$ cat src/rtl/dbg_ctrl_map.svh
// register offsets, field positions, codes and reset values of the debug control port
`ifndef DBG_CTRL_MAP_SVH
`define DBG_CTRL_MAP_SVH
`define CAP_SOFT_RESET_OFS    8'h00
`define CAP_ERASE_TRIG_OFS    8'h04
`define CAP_ERASE_STATE_OFS   8'h08
`define CAP_PROT_STATE_OFS    8'h0C
`define CAP_IDENTITY_OFS      8'hFC
`define CAP_SOFT_RESET_RST    1'b0
`define PROT_FIELD_DISABLED   8'hFF
`define PROT_FIELD_ENABLED    8'h00
`define DP_ADDR_IDCODE        2'h0
`define DP_ADDR_CTRL_STAT     2'h1
`define DP_ADDR_SELECT        2'h2
`define DP_ADDR_RDBUFF        2'h3
`define DP_PWR_REQ_BIT        28
`define DP_PWR_ACK_BIT        29
`define DP_SEL_APSEL_LSB      24
`define DP_SEL_BANK_LSB       4
`define APSEL_CPU_MEM         8'h00
`define APSEL_CONTROL         8'h01
`define ACK_OK                3'h1
`define ACK_WAIT              3'h2
`define ACK_FAULT             3'h4
`define REQ_BITS              4'h8
`define ACK_BITS              6'h03
`define DATA_BITS             6'h20
`define DP_IDCODE_VAL         32'h1357_9BDF // arbitrary value
`define ID_REVISION_VAL       4'h1          // arbitrary value
`define ID_CONT_VAL           4'h5          // arbitrary value
`define ID_MAKER_VAL          7'h2A         // arbitrary value
`define ID_CLASS_VAL          4'h0
`define ID_PORT_VAL           8'h02         // arbitrary value
`endif

$ cat src/rtl/dbg_ctrl_pkg.sv
// types shared by the debug control access port
package dbg_ctrl_pkg;
	typedef enum logic [2:0] {
		ST_IDLE, ST_REQ, ST_TRN1, ST_ACK, ST_RDATA, ST_TRN2, ST_WDATA
	} link_state_type;

	typedef struct packed {
		logic       park;
		logic       stop;
		logic       parity;
		logic [1:0] addr;
		logic       rnw;
		logic       ap;
		logic       start;
	} link_request_type;

	typedef struct packed {
		logic [3:0] revision;
		logic [3:0] maker_continuation_field;
		logic [6:0] maker_identity_field;
		logic [3:0] port_class;
		logic [4:0] reserved;
		logic [7:0] port_identifier_field;
	} identity_type;
endpackage

$ cat src/rtl/debug_control_access_port.sv
// serial debug port slave with the control access port registers
`timescale 1ns/1ps
`include "dbg_ctrl_map.svh"

module debug_control_access_port (
	input  wire logic       clk,
	input  wire logic       srst,
	input  wire logic       ce,
	input  wire logic       debug_clock_pin,
	input  wire logic       swdio_in,
	output logic            swdio_out,
	output logic            swdio_oe_n,
	input  wire logic [7:0] protect_all_field,
	input  wire logic       erase_done,
	input  wire logic       system_off,
	output logic            soft_reset,
	output logic            erase_start,
	output logic            debug_mode,
	output logic            wake_request,
	output logic            debug_wake_flag_set,
	output logic            cpu_port_access
);
	localparam dbg_ctrl_pkg::identity_type IDENTITY = '{
		revision:                 `ID_REVISION_VAL, // arbitrary value
		maker_continuation_field: `ID_CONT_VAL,     // arbitrary value
		maker_identity_field:     `ID_MAKER_VAL,    // arbitrary value
		port_class:               `ID_CLASS_VAL,
		reserved:                 5'h00,
		port_identifier_field:    `ID_PORT_VAL      // arbitrary value
	};

	logic                         clk_s1_q, clk_s2_q, clk_s3_q;
	logic                         dio_s1_q, dio_s2_q;
	logic                         rise;
	dbg_ctrl_pkg::link_state_type state_q;
	dbg_ctrl_pkg::link_request_type req_q;
	logic [5:0]                   cnt_q;
	logic [2:0]                   ack_q;
	logic [32:0]                  sh_q;
	logic [7:0]                   apsel_q;
	logic [3:0]                   bank_q;
	logic                         pwr_req_q;
	logic                         erase_busy_q;
	logic                         protected_now;
	logic                         req_ok;
	logic [7:0]                   ap_ofs;
	logic [31:0]                  rd_data;
	logic [2:0]                   ack_d;
	logic                         wr_commit;
	dbg_ctrl_pkg::link_request_type req_next;

	// both pins come from the debugger's domain: two flops before any use
	always_ff @(posedge clk)
	begin
		if (srst)
		begin
			clk_s1_q <= 1'b0;
			clk_s2_q <= 1'b0;
			clk_s3_q <= 1'b0;
			dio_s1_q <= 1'b1;
			dio_s2_q <= 1'b1;
		end
		else if (ce)
		begin
			clk_s1_q <= debug_clock_pin;
			clk_s2_q <= clk_s1_q;
			clk_s3_q <= clk_s2_q;
			dio_s1_q <= swdio_in;
			dio_s2_q <= dio_s1_q;
		end
	end

	assign rise = ce & clk_s2_q & ~clk_s3_q;

	// anything but the erased pattern counts as protected, the safe reading
	assign protected_now = (protect_all_field != `PROT_FIELD_DISABLED);

	assign req_next = {dio_s2_q, req_q[7:1]};
	assign req_ok   = (req_next.parity == ^{req_next.ap, req_next.rnw, req_next.addr})
	                  & ~req_next.stop & req_next.park;
	assign ap_ofs   = {bank_q, req_next.addr, 2'b00};

	// answer and read data are fixed when the request header completes
	always_comb
	begin
		ack_d   = `ACK_OK;
		rd_data = 32'h0000_0000;
		if (!req_next.ap)
		begin
			case (req_next.addr)
				`DP_ADDR_IDCODE:    rd_data = `DP_IDCODE_VAL; // arbitrary value
				`DP_ADDR_CTRL_STAT: rd_data = {2'b00, pwr_req_q, pwr_req_q, 28'h0000000};
				`DP_ADDR_SELECT:    rd_data = {apsel_q, 16'h0000, bank_q, 4'h0};
				default:            rd_data = 32'h0000_0000;
			endcase
		end
		else if (!pwr_req_q)
			ack_d = `ACK_FAULT;
		else if (apsel_q == `APSEL_CONTROL)
		begin
			// control port stays reachable whatever the protection says
			case (ap_ofs)
				`CAP_SOFT_RESET_OFS:  rd_data = {31'h0, soft_reset};
				`CAP_ERASE_STATE_OFS: rd_data = {31'h0, erase_busy_q};
				`CAP_PROT_STATE_OFS:  rd_data = {31'h0, ~protected_now};
				`CAP_IDENTITY_OFS:    rd_data = IDENTITY;
				default:              rd_data = 32'h0000_0000;
			endcase
		end
		else if (apsel_q == `APSEL_CPU_MEM && protected_now)
			ack_d = `ACK_FAULT;
	end

	// link state machine, one step per debug clock rising edge
	always_ff @(posedge clk)
	begin
		if (srst)
		begin
			state_q    <= dbg_ctrl_pkg::ST_IDLE;
			req_q      <= '0;
			cnt_q      <= 6'h00;
			ack_q      <= `ACK_OK;
			sh_q       <= 33'h0_0000_0000;
			swdio_out  <= 1'b1;
			swdio_oe_n <= 1'b1;
		end
		else if (rise)
		begin
			case (state_q)
				dbg_ctrl_pkg::ST_IDLE:
				begin
					req_q <= req_next;
					cnt_q <= 6'h01;
					if (dio_s2_q)
						state_q <= dbg_ctrl_pkg::ST_REQ;
				end
				dbg_ctrl_pkg::ST_REQ:
				begin
					req_q <= req_next;
					cnt_q <= cnt_q + 6'h01;
					if (cnt_q == 6'(`REQ_BITS - 4'h1))
					begin
						// a bad header gets no answer, the debugger times out
						state_q <= req_ok ? dbg_ctrl_pkg::ST_TRN1 : dbg_ctrl_pkg::ST_IDLE;
						ack_q   <= ack_d;
						sh_q    <= {^rd_data, rd_data};
					end
				end
				dbg_ctrl_pkg::ST_TRN1:
				begin
					swdio_oe_n <= 1'b0;
					swdio_out  <= ack_q[0];
					cnt_q      <= 6'h01;
					state_q    <= dbg_ctrl_pkg::ST_ACK;
				end
				dbg_ctrl_pkg::ST_ACK:
				begin
					cnt_q <= cnt_q + 6'h01;
					if (cnt_q != `ACK_BITS)
						swdio_out <= ack_q[cnt_q[1:0]];
					else if (ack_q == `ACK_OK && req_q.rnw)
					begin
						swdio_out <= sh_q[0];
						sh_q      <= {1'b0, sh_q[32:1]};
						cnt_q     <= 6'h01;
						state_q   <= dbg_ctrl_pkg::ST_RDATA;
					end
					else
					begin
						swdio_oe_n <= 1'b1;
						cnt_q      <= 6'h00;
						state_q    <= (ack_q == `ACK_OK) ? dbg_ctrl_pkg::ST_TRN2
						                                  : dbg_ctrl_pkg::ST_IDLE;
					end
				end
				dbg_ctrl_pkg::ST_RDATA:
				begin
					cnt_q <= cnt_q + 6'h01;
					if (cnt_q != `DATA_BITS + 6'h01)
					begin
						swdio_out <= sh_q[0];
						sh_q      <= {1'b0, sh_q[32:1]};
					end
					else
					begin
						swdio_oe_n <= 1'b1;
						state_q    <= dbg_ctrl_pkg::ST_IDLE;
					end
				end
				dbg_ctrl_pkg::ST_TRN2:
					state_q <= dbg_ctrl_pkg::ST_WDATA;
				dbg_ctrl_pkg::ST_WDATA:
				begin
					sh_q  <= {dio_s2_q, sh_q[32:1]};
					cnt_q <= cnt_q + 6'h01;
					if (cnt_q == `DATA_BITS)
						state_q <= dbg_ctrl_pkg::ST_IDLE;
				end
				default:
					state_q <= dbg_ctrl_pkg::ST_IDLE;
			endcase
		end
	end

	// write lands with its parity bit; a parity error drops the write
	assign wr_commit = rise && state_q == dbg_ctrl_pkg::ST_WDATA && cnt_q == `DATA_BITS
	                   && dio_s2_q == ^sh_q[32:1];

	// debug port registers: select and power request
	always_ff @(posedge clk)
	begin
		if (srst)
		begin
			apsel_q   <= 8'h00;
			bank_q    <= 4'h0;
			pwr_req_q <= 1'b0;
		end
		else if (wr_commit && !req_q.ap)
		begin
			if (req_q.addr == `DP_ADDR_SELECT)
			begin
				apsel_q <= sh_q[`DP_SEL_APSEL_LSB + 8:`DP_SEL_APSEL_LSB + 1];
				bank_q  <= sh_q[`DP_SEL_BANK_LSB + 4:`DP_SEL_BANK_LSB + 1];
			end
			if (req_q.addr == `DP_ADDR_CTRL_STAT)
				pwr_req_q <= sh_q[`DP_PWR_REQ_BIT + 1];
		end
	end

	// control port writes: soft reset and erase start
	always_ff @(posedge clk)
	begin
		if (srst)
		begin
			soft_reset   <= `CAP_SOFT_RESET_RST;
			erase_busy_q <= 1'b0;
			erase_start  <= 1'b0;
		end
		else if (ce)
		begin
			erase_start <= 1'b0;
			if (erase_done)
				erase_busy_q <= 1'b0;
			if (wr_commit && req_q.ap && apsel_q == `APSEL_CONTROL)
			begin
				if ({bank_q, req_q.addr, 2'b00} == `CAP_SOFT_RESET_OFS)
					soft_reset <= sh_q[1];
				// a second trigger during a running erase is ignored
				if ({bank_q, req_q.addr, 2'b00} == `CAP_ERASE_TRIG_OFS
				    && sh_q[1] && !erase_busy_q)
				begin
					erase_busy_q <= 1'b1;
					erase_start  <= 1'b1;
				end
			end
		end
	end

	// mode, wake from system off, and cpu port access strobe
	always_ff @(posedge clk)
	begin
		if (srst)
		begin
			debug_mode          <= 1'b0;
			wake_request        <= 1'b0;
			debug_wake_flag_set <= 1'b0;
			cpu_port_access     <= 1'b0;
		end
		else if (ce)
		begin
			debug_mode          <= pwr_req_q;
			wake_request        <= pwr_req_q & ~debug_mode & system_off;
			debug_wake_flag_set <= pwr_req_q & ~debug_mode & system_off;
			cpu_port_access     <= rise && state_q == dbg_ctrl_pkg::ST_TRN1 && req_q.ap
			                       && apsel_q == `APSEL_CPU_MEM && ack_q == `ACK_OK;
		end
	end
endmodule

$ cat config.mk
export PLATFORM = sky130hd
export DESIGN_NAME = debug_control_access_port
export DESIGN_NICKNAME = d
export VERILOG_FILES = /design/src/rtl/dbg_ctrl_pkg.sv /design/src/rtl/debug_control_access_port.sv
export VERILOG_INCLUDE_DIRS = /design/src /design/src/rtl
export SDC_FILE = /design/constraint.sdc
export NUM_CORES = 1
export LEC_CHECK = 0
export BUFFER_PORTS_ARGS = -buffer_cell sky130_fd_sc_hd__buf_2
export CORE_AREA = 2 2 102 104
export DETAILED_ROUTE_END_ITERATION = 8
export DIE_AREA = 0 0 104 106
export GPL_TIMING_DRIVEN = 0
export SYNTH_ARGS = -nofsm -noshare
export SYNTH_HDL_FRONTEND = slang
export SYNTH_SLANG_ARGS = --single-unit
$ cat constraint.sdc
create_clock -name clk -period 3.5 [get_ports clk]
set_clock_uncertainty 0.15 [all_clocks]
set_input_delay 0.175 -clock clk [delete_from_list [all_inputs] [get_ports clk]]
set_output_delay 0.175 -clock clk [all_outputs]
set_load 0.01 [all_outputs]
==> results of run 1 <==
==> report_power, final <==
| part | internal [mW] | switching (mW) |
|---|---|---|
| registers | 0.879 | 0.00444 |
| clock network | 0.328 | 0.340 |
| logic | 0.0327 | 0.0511 |
==> through the flow <==
step	instance area, sq um	hold slack, ns	worst slack (ns)	power, mW	instances
after detailed placement	4687	0.2462	0.4169	0.9831	697
after floorplan	4407	0.1474	0.9250	0.9543	539
after global routing	4928	0.1007	0.1492	1.694	718
after global placement	4687	0.2348	0.3847	0.9812	697
final	4928	0.1025	0.3662	1.635	718
after CTS	4928	0.09424	0.3735	1.656	718
==> flip-flops by register name, summed over array words and instances, names as in the netlist, 2 cells and up <==
| signal | count |
|---|---|
| ap_ofs | 2 |
| req_next | 5 |
| ack_q | 2 |
| state_q | 3 |
| sh_q | 33 |
| apsel_q | 8 |
| cnt_q | 6 |
| bank_q | 4 |
==> cell usage in the layout, fill, tap and decap left out, drive strengths merged, types with 3 or more instances in the layout <==
master	synthesis	layout
ha	11	11
clkinv	0	3
nand2	38	38
nor4	3	3
mux2i	11	11
clkbuf	28	38
xor2	9	9
a21oi	52	52
a211oi	15	15
a311oi	5	5
o21ai	12	12
o22ai	3	3
a2111oi	3	3
nor2b	6	6
dlygate4sd3	0	5
o211ai	5	5
buf	10	32
nor3	27	27
o221ai	4	4
a31oi	4	4
and3	3	3
or3	3	3
or4	3	3
nand2b	10	10
inv	13	13
nand3	15	15
dfxtp	77	77
nor2	64	64
nand3b	4	4
nand4	21	21
a211o	5	5
o31ai	15	15
xnor2	34	34
==> cells by family (layout without fill, tap and decap cells) <==
group | count (synthesis) | count (layout) | share of synthesized area (%)
fa+ha+maj | 11 | 11 | 3.123
mux | 11 | 11 | 2.499
xor+xnor | 44 | 44 | 10.02
flops | 77 | 77 | 34.98
simple gates | 205 | 205 | 22.74
buf+inv | 51 | 94 | 5.167
compound gates | 140 | 140 | 21.47
==> path summary, 6_finish.rpt <==
path | from | endpoint | cells past startpoint
worst max-delay path | ap_ofs[2] | sh_q[32] | 9
worst min-delay path | srst | dio_s2_q | 3
worst max register to register | ap_ofs[2] | sh_q[32] | 9
worst min register to register | swdio_out | swdio_out | 1
==> worst max-delay path, stage by stage (launching register included) <==
cell and delay [ns]:
dfxtp_1 0.55, inv_1 0.16, ha_1 0.25, clkbuf_1 0.23, a21oi_1 0.25, a21boi_0 0.42, xnor2_1 0.21, a211o_1 0.34
and4b_1 0.17, or3_1 0.30
==> layout make-up <==
cell class | instances | area (sq um) | area share (%)
Sequential cell | 77 | 1541 | 31.28
Tap cell | 136 | 170.2 | 3.453
Timing Repair Buffer | 27 | 160.2 | 3.250
Clock inverter | 6 | 63.81 | 1.295
Multi-Input combinational cell | 411 | 2638 | 53.52
Inverter | 13 | 48.80 | 0.9901
Buffer | 38 | 178.9 | 3.630
Clock buffer | 10 | 127.6 | 2.589
==> routing by layer <==
metal  track usage [%]  wire, microns
met5                 0              0
met4             8.784            259
met3             3.617            618
met2             38.53           5744
met1             29.10           5540
==> impl_metrics.ini, run 1 <==
[status]
status = finished, final reports clean

[sta]
post-route-period-util_pct = 89.54
final_max_slew_viol_count = 0
setup_tns_ns = 0
rsz0062_at_grt = no
period_minus_slack_ns = 3.134
hold_viol_final = 0
tightest_slew_ns = 0.7012
slew-limit-headroom_pct = 53.00
setup_viol = 0
max_freq_ghz = 0.3191

[cells_and_area]
nFillCells = 995
syn_to_final_growth_pct = 11.84
antenna_cells = 0
num-nets-final = 603
drive_gt1_share_pct = 9.966
finish.utilization_pct = 49.29

[logic_synthesis]
yosysWarnings = 0
syn_area_per_cell_sq_um = 8.176
synth_common_cells = dfxtp_1, nor2_1, a21oi_1
synth_area_sq_um = 4407
synth_edf_count = 0
synth_ff_type = dfxtp_1
async_flop_share_pct = 0
yosys-top-cells-area = dfxtp_1, xnor2_1, a21oi_1
synth_top_area_cell = dfxtp_1
netlist_instances = 539
synthMostInstantiatedCell = dfxtp_1
synthDistinctLibCells = 58
syn_nets = 565
ys_ff_latch = 77
synth_top_area_share_pct = 34.98
ys_seq_area_share_pct = 34.98

[clock_network]
cts_inserted_buffers = 9
clk_pin_slew_worst_paths_ns = 0.08
cts_max_path_buffers = 2
cts_setup_buffers = 0
h-tree-depth = 3
cts-root-buf = clkbuf_8
ctsHoldBuffers = 5
cts_tree = done
cts_resized = 0
clk-insertion-delay-late_ns = 0.36
cts.sinks = 77

[setup_path]
critPathLaunchType = flop
reg2reg_slack_ns = 0.37
worstSetupPathType = reg -> reg
worstPathMaxFanout = 10
endpoint_kind = flop
critPathArrivalTime_ns = 3.23
required_ns = 3.59

[placed_design]
port_buffers = 22
gp_congestion = 0.8950
hpwl_mm = 9.045

[floorplanning]
initial_core_util_pct = 44.07
rows = 37
die-area_sq_um = 11020
io_pins = 23
die_w_microns = 104
die_h_microns = 106
core-area_sq_um = 10000

[power_and_ir_drop]
cellPowerDensity_nw_per_um2 = 331.8
ir_drop_v = 0.0001677
leakage_nw = 1.675

[global_route]
grt_overflow = 0
track_usage_pct = 22.74
grt_pass1_wl_mm = 20.08
grt_pass1_vias = 4051
antenna_found_initial = 0
grt_max_degree = 14

[run]
cap_violations = 0

[route]
wl_mm = 12.16
drtIter0Drc = 287
drc = 0
viasPerCell = 5.738
post_drt_wl_per_cell_microns = 16.94
antenna_left = 0
first_pass_iters = 5
routed-via-count = 4120

[worst_hold_path]
min_path_type = in -> reg
No activity file was read; power rests on OpenSTA's default activity.
==> inputs of run 2 (changes only) <==
GPL_TIMING_DRIVEN = default   (was 0)
==> impl_metrics.ini, run 2 (synthesized netlist as in run 1, its figures left out) <==
[worst_hold_path]
hold_depth = 3
min_from = ce
min_path_type = in -> reg
worstHoldEndpoint = clk_s3_q

[power_and_ir_drop]
p_int_mw = 1.306
comb_power_share_pct = 4.1
power_frac_clock_pct = 44.0
p_switching_uw = 395.8
cellPowerDensity_nw_per_um2 = 352.2
ir_drop_v = 0.0001865
pwr-share-seq_pct = 51.9
leakage_nw = 1.637
sw_frac_of_total_pct = 23.26

[clock_network]
cts_max_path_buffers = 2
clk-insertion-delay-late_ns = 0.36
clk_pin_slew_worst_paths_ns = 0.08
cts_inserted_buffers = 9
h-tree-depth = 3
cts-root-buf = clkbuf_8
cts.sinks = 77
cts_resized = 0
cts_tree = done
cts_setup_buffers = 0
ctsHoldBuffers = 4

[cells_and_area]
drive_gt1_share_pct = 10.33
syn_to_final_growth_pct = 9.625
top_regs = sh_q x33, apsel_q x8, cnt_q x6
largest_reg_flops = 33
fin_area_sq_um = 4831
layout_common_cells = dfxtp_1, nor2_1, a21oi_1
finish.utilization_pct = 48.31
final_common_cell = dfxtp_1
antenna_cells = 0
top_register = sh_q
num-nets-final = 573

[sta]
slew-limit-headroom_pct = 51.80
final_max_slew_viol_count = 0
tightest_slew_ns = 0.7191
setup_tns_ns = 0
setup_viol = 0
max_freq_ghz = 0.3394
post-route-period-util_pct = 84.18
period_minus_slack_ns = 2.946
hold_viol_final = 0
rsz0062_at_grt = no

[floorplanning]
die_w_microns = 104
die_h_microns = 106
core-area_sq_um = 10000
rows = 37
initial_core_util_pct = 44.07
io_pins = 23
die-area_sq_um = 11020

[setup_path]
required_ns = 3.57
worstReg2RegStart = state_q[2]
critPathLaunchType = flop
worstSetupPathType = reg -> reg
reg2reg_slack_ns = 0.55
endpoint_kind = flop
critPathArrivalTime_ns = 3.02
reg2reg_to = apsel_q[6]
worstPathMaxFanout = 17
ff2ff_path_depth = 6

[placed_design]
gp_congestion = 0.8597
post_dp_cell_area_sq_um = 4576
port_buffers = 22
hpwl_mm = 8.021

[global_route]
grt_overflow = 0
track_usage_pct = 21.39
grt_pass1_vias = 3789
antenna_found_initial = 0
grt_max_degree = 40
grt_pass1_wl_mm = 19.26

[route]
wl_mm = 11.63
first_pass_iters = 6
routed-via-count = 4049
drtIter0Drc = 245
antenna_left = 0
drc = 0
post_drt_wl_per_cell_microns = 16.91
viasPerCell = 5.885

[status]
status = finished, final reports clean

[run]
cap_violations = 0
run 2: how the worst max path moves through the flow:
stage                     from    endpoint  slack (ns)
floorplan            ap_ofs[2]    sh_q[32]        0.92
global placement    state_q[2]   bank_q[1]        0.65
detailed placement   ap_ofs[2]    sh_q[32]        0.62
CTS                  ap_ofs[2]    sh_q[32]        0.59
global route        state_q[2]  apsel_q[6]        0.28
finish              state_q[2]  apsel_q[6]        0.55
run 2: critical path: stages (launching register included):
cell and delay [ns]:
dfxtp_1 0.66, nor2b_1 0.40, nand4_1 0.22, nor4_1 0.50
nand2_1 0.43, o31ai_1 0.35, a21oi_1 0.10
run 2: cell type report:
cell class,instances,area [sq um]
Inverter,13,48.80
Timing Repair Buffer,35,217.7
Tap cell,136,170.2
Multi-Input combinational cell,411,2638
Clock inverter,6,87.58
Sequential cell,77,1541
Fill cell,995,5169
Clock buffer,10,127.6
run 2: stage by stage:
step	setup WS [ns]	cells	hold slack, ns	power (mW)
after global routing	0.2778	688	0.1243	1.762
final	0.5538	688	0.08650	1.701
after floorplan	0.9250	539	0.1474	0.9543
after CTS	0.5879	688	0.09246	1.712
after detailed placement	0.6216	668	0.2384	0.9699
after global placement	0.6534	668	0.2316	0.9688
run 2: power groups by stage:
stage | sequential [mW] | clock, mW | combinational (mW)
detailed placement | 0.905 | 0 | 0.0653
floorplan | 0.903 | 0 | 0.0517
finish | 0.884 | 0.748 | 0.0693
CTS | 0.884 | 0.759 | 0.0690
global placement | 0.904 | 0 | 0.0644
global route | 0.885 | 0.801 | 0.0757
run 2: metal layers:
layer / global-route usage, % / part of all wire, %
met1: 29.26 / 46
met2: 34.77 / 47
met3: 2.820 / 4.9
met4: 7.529 / 1.8
met5: 0 / 0
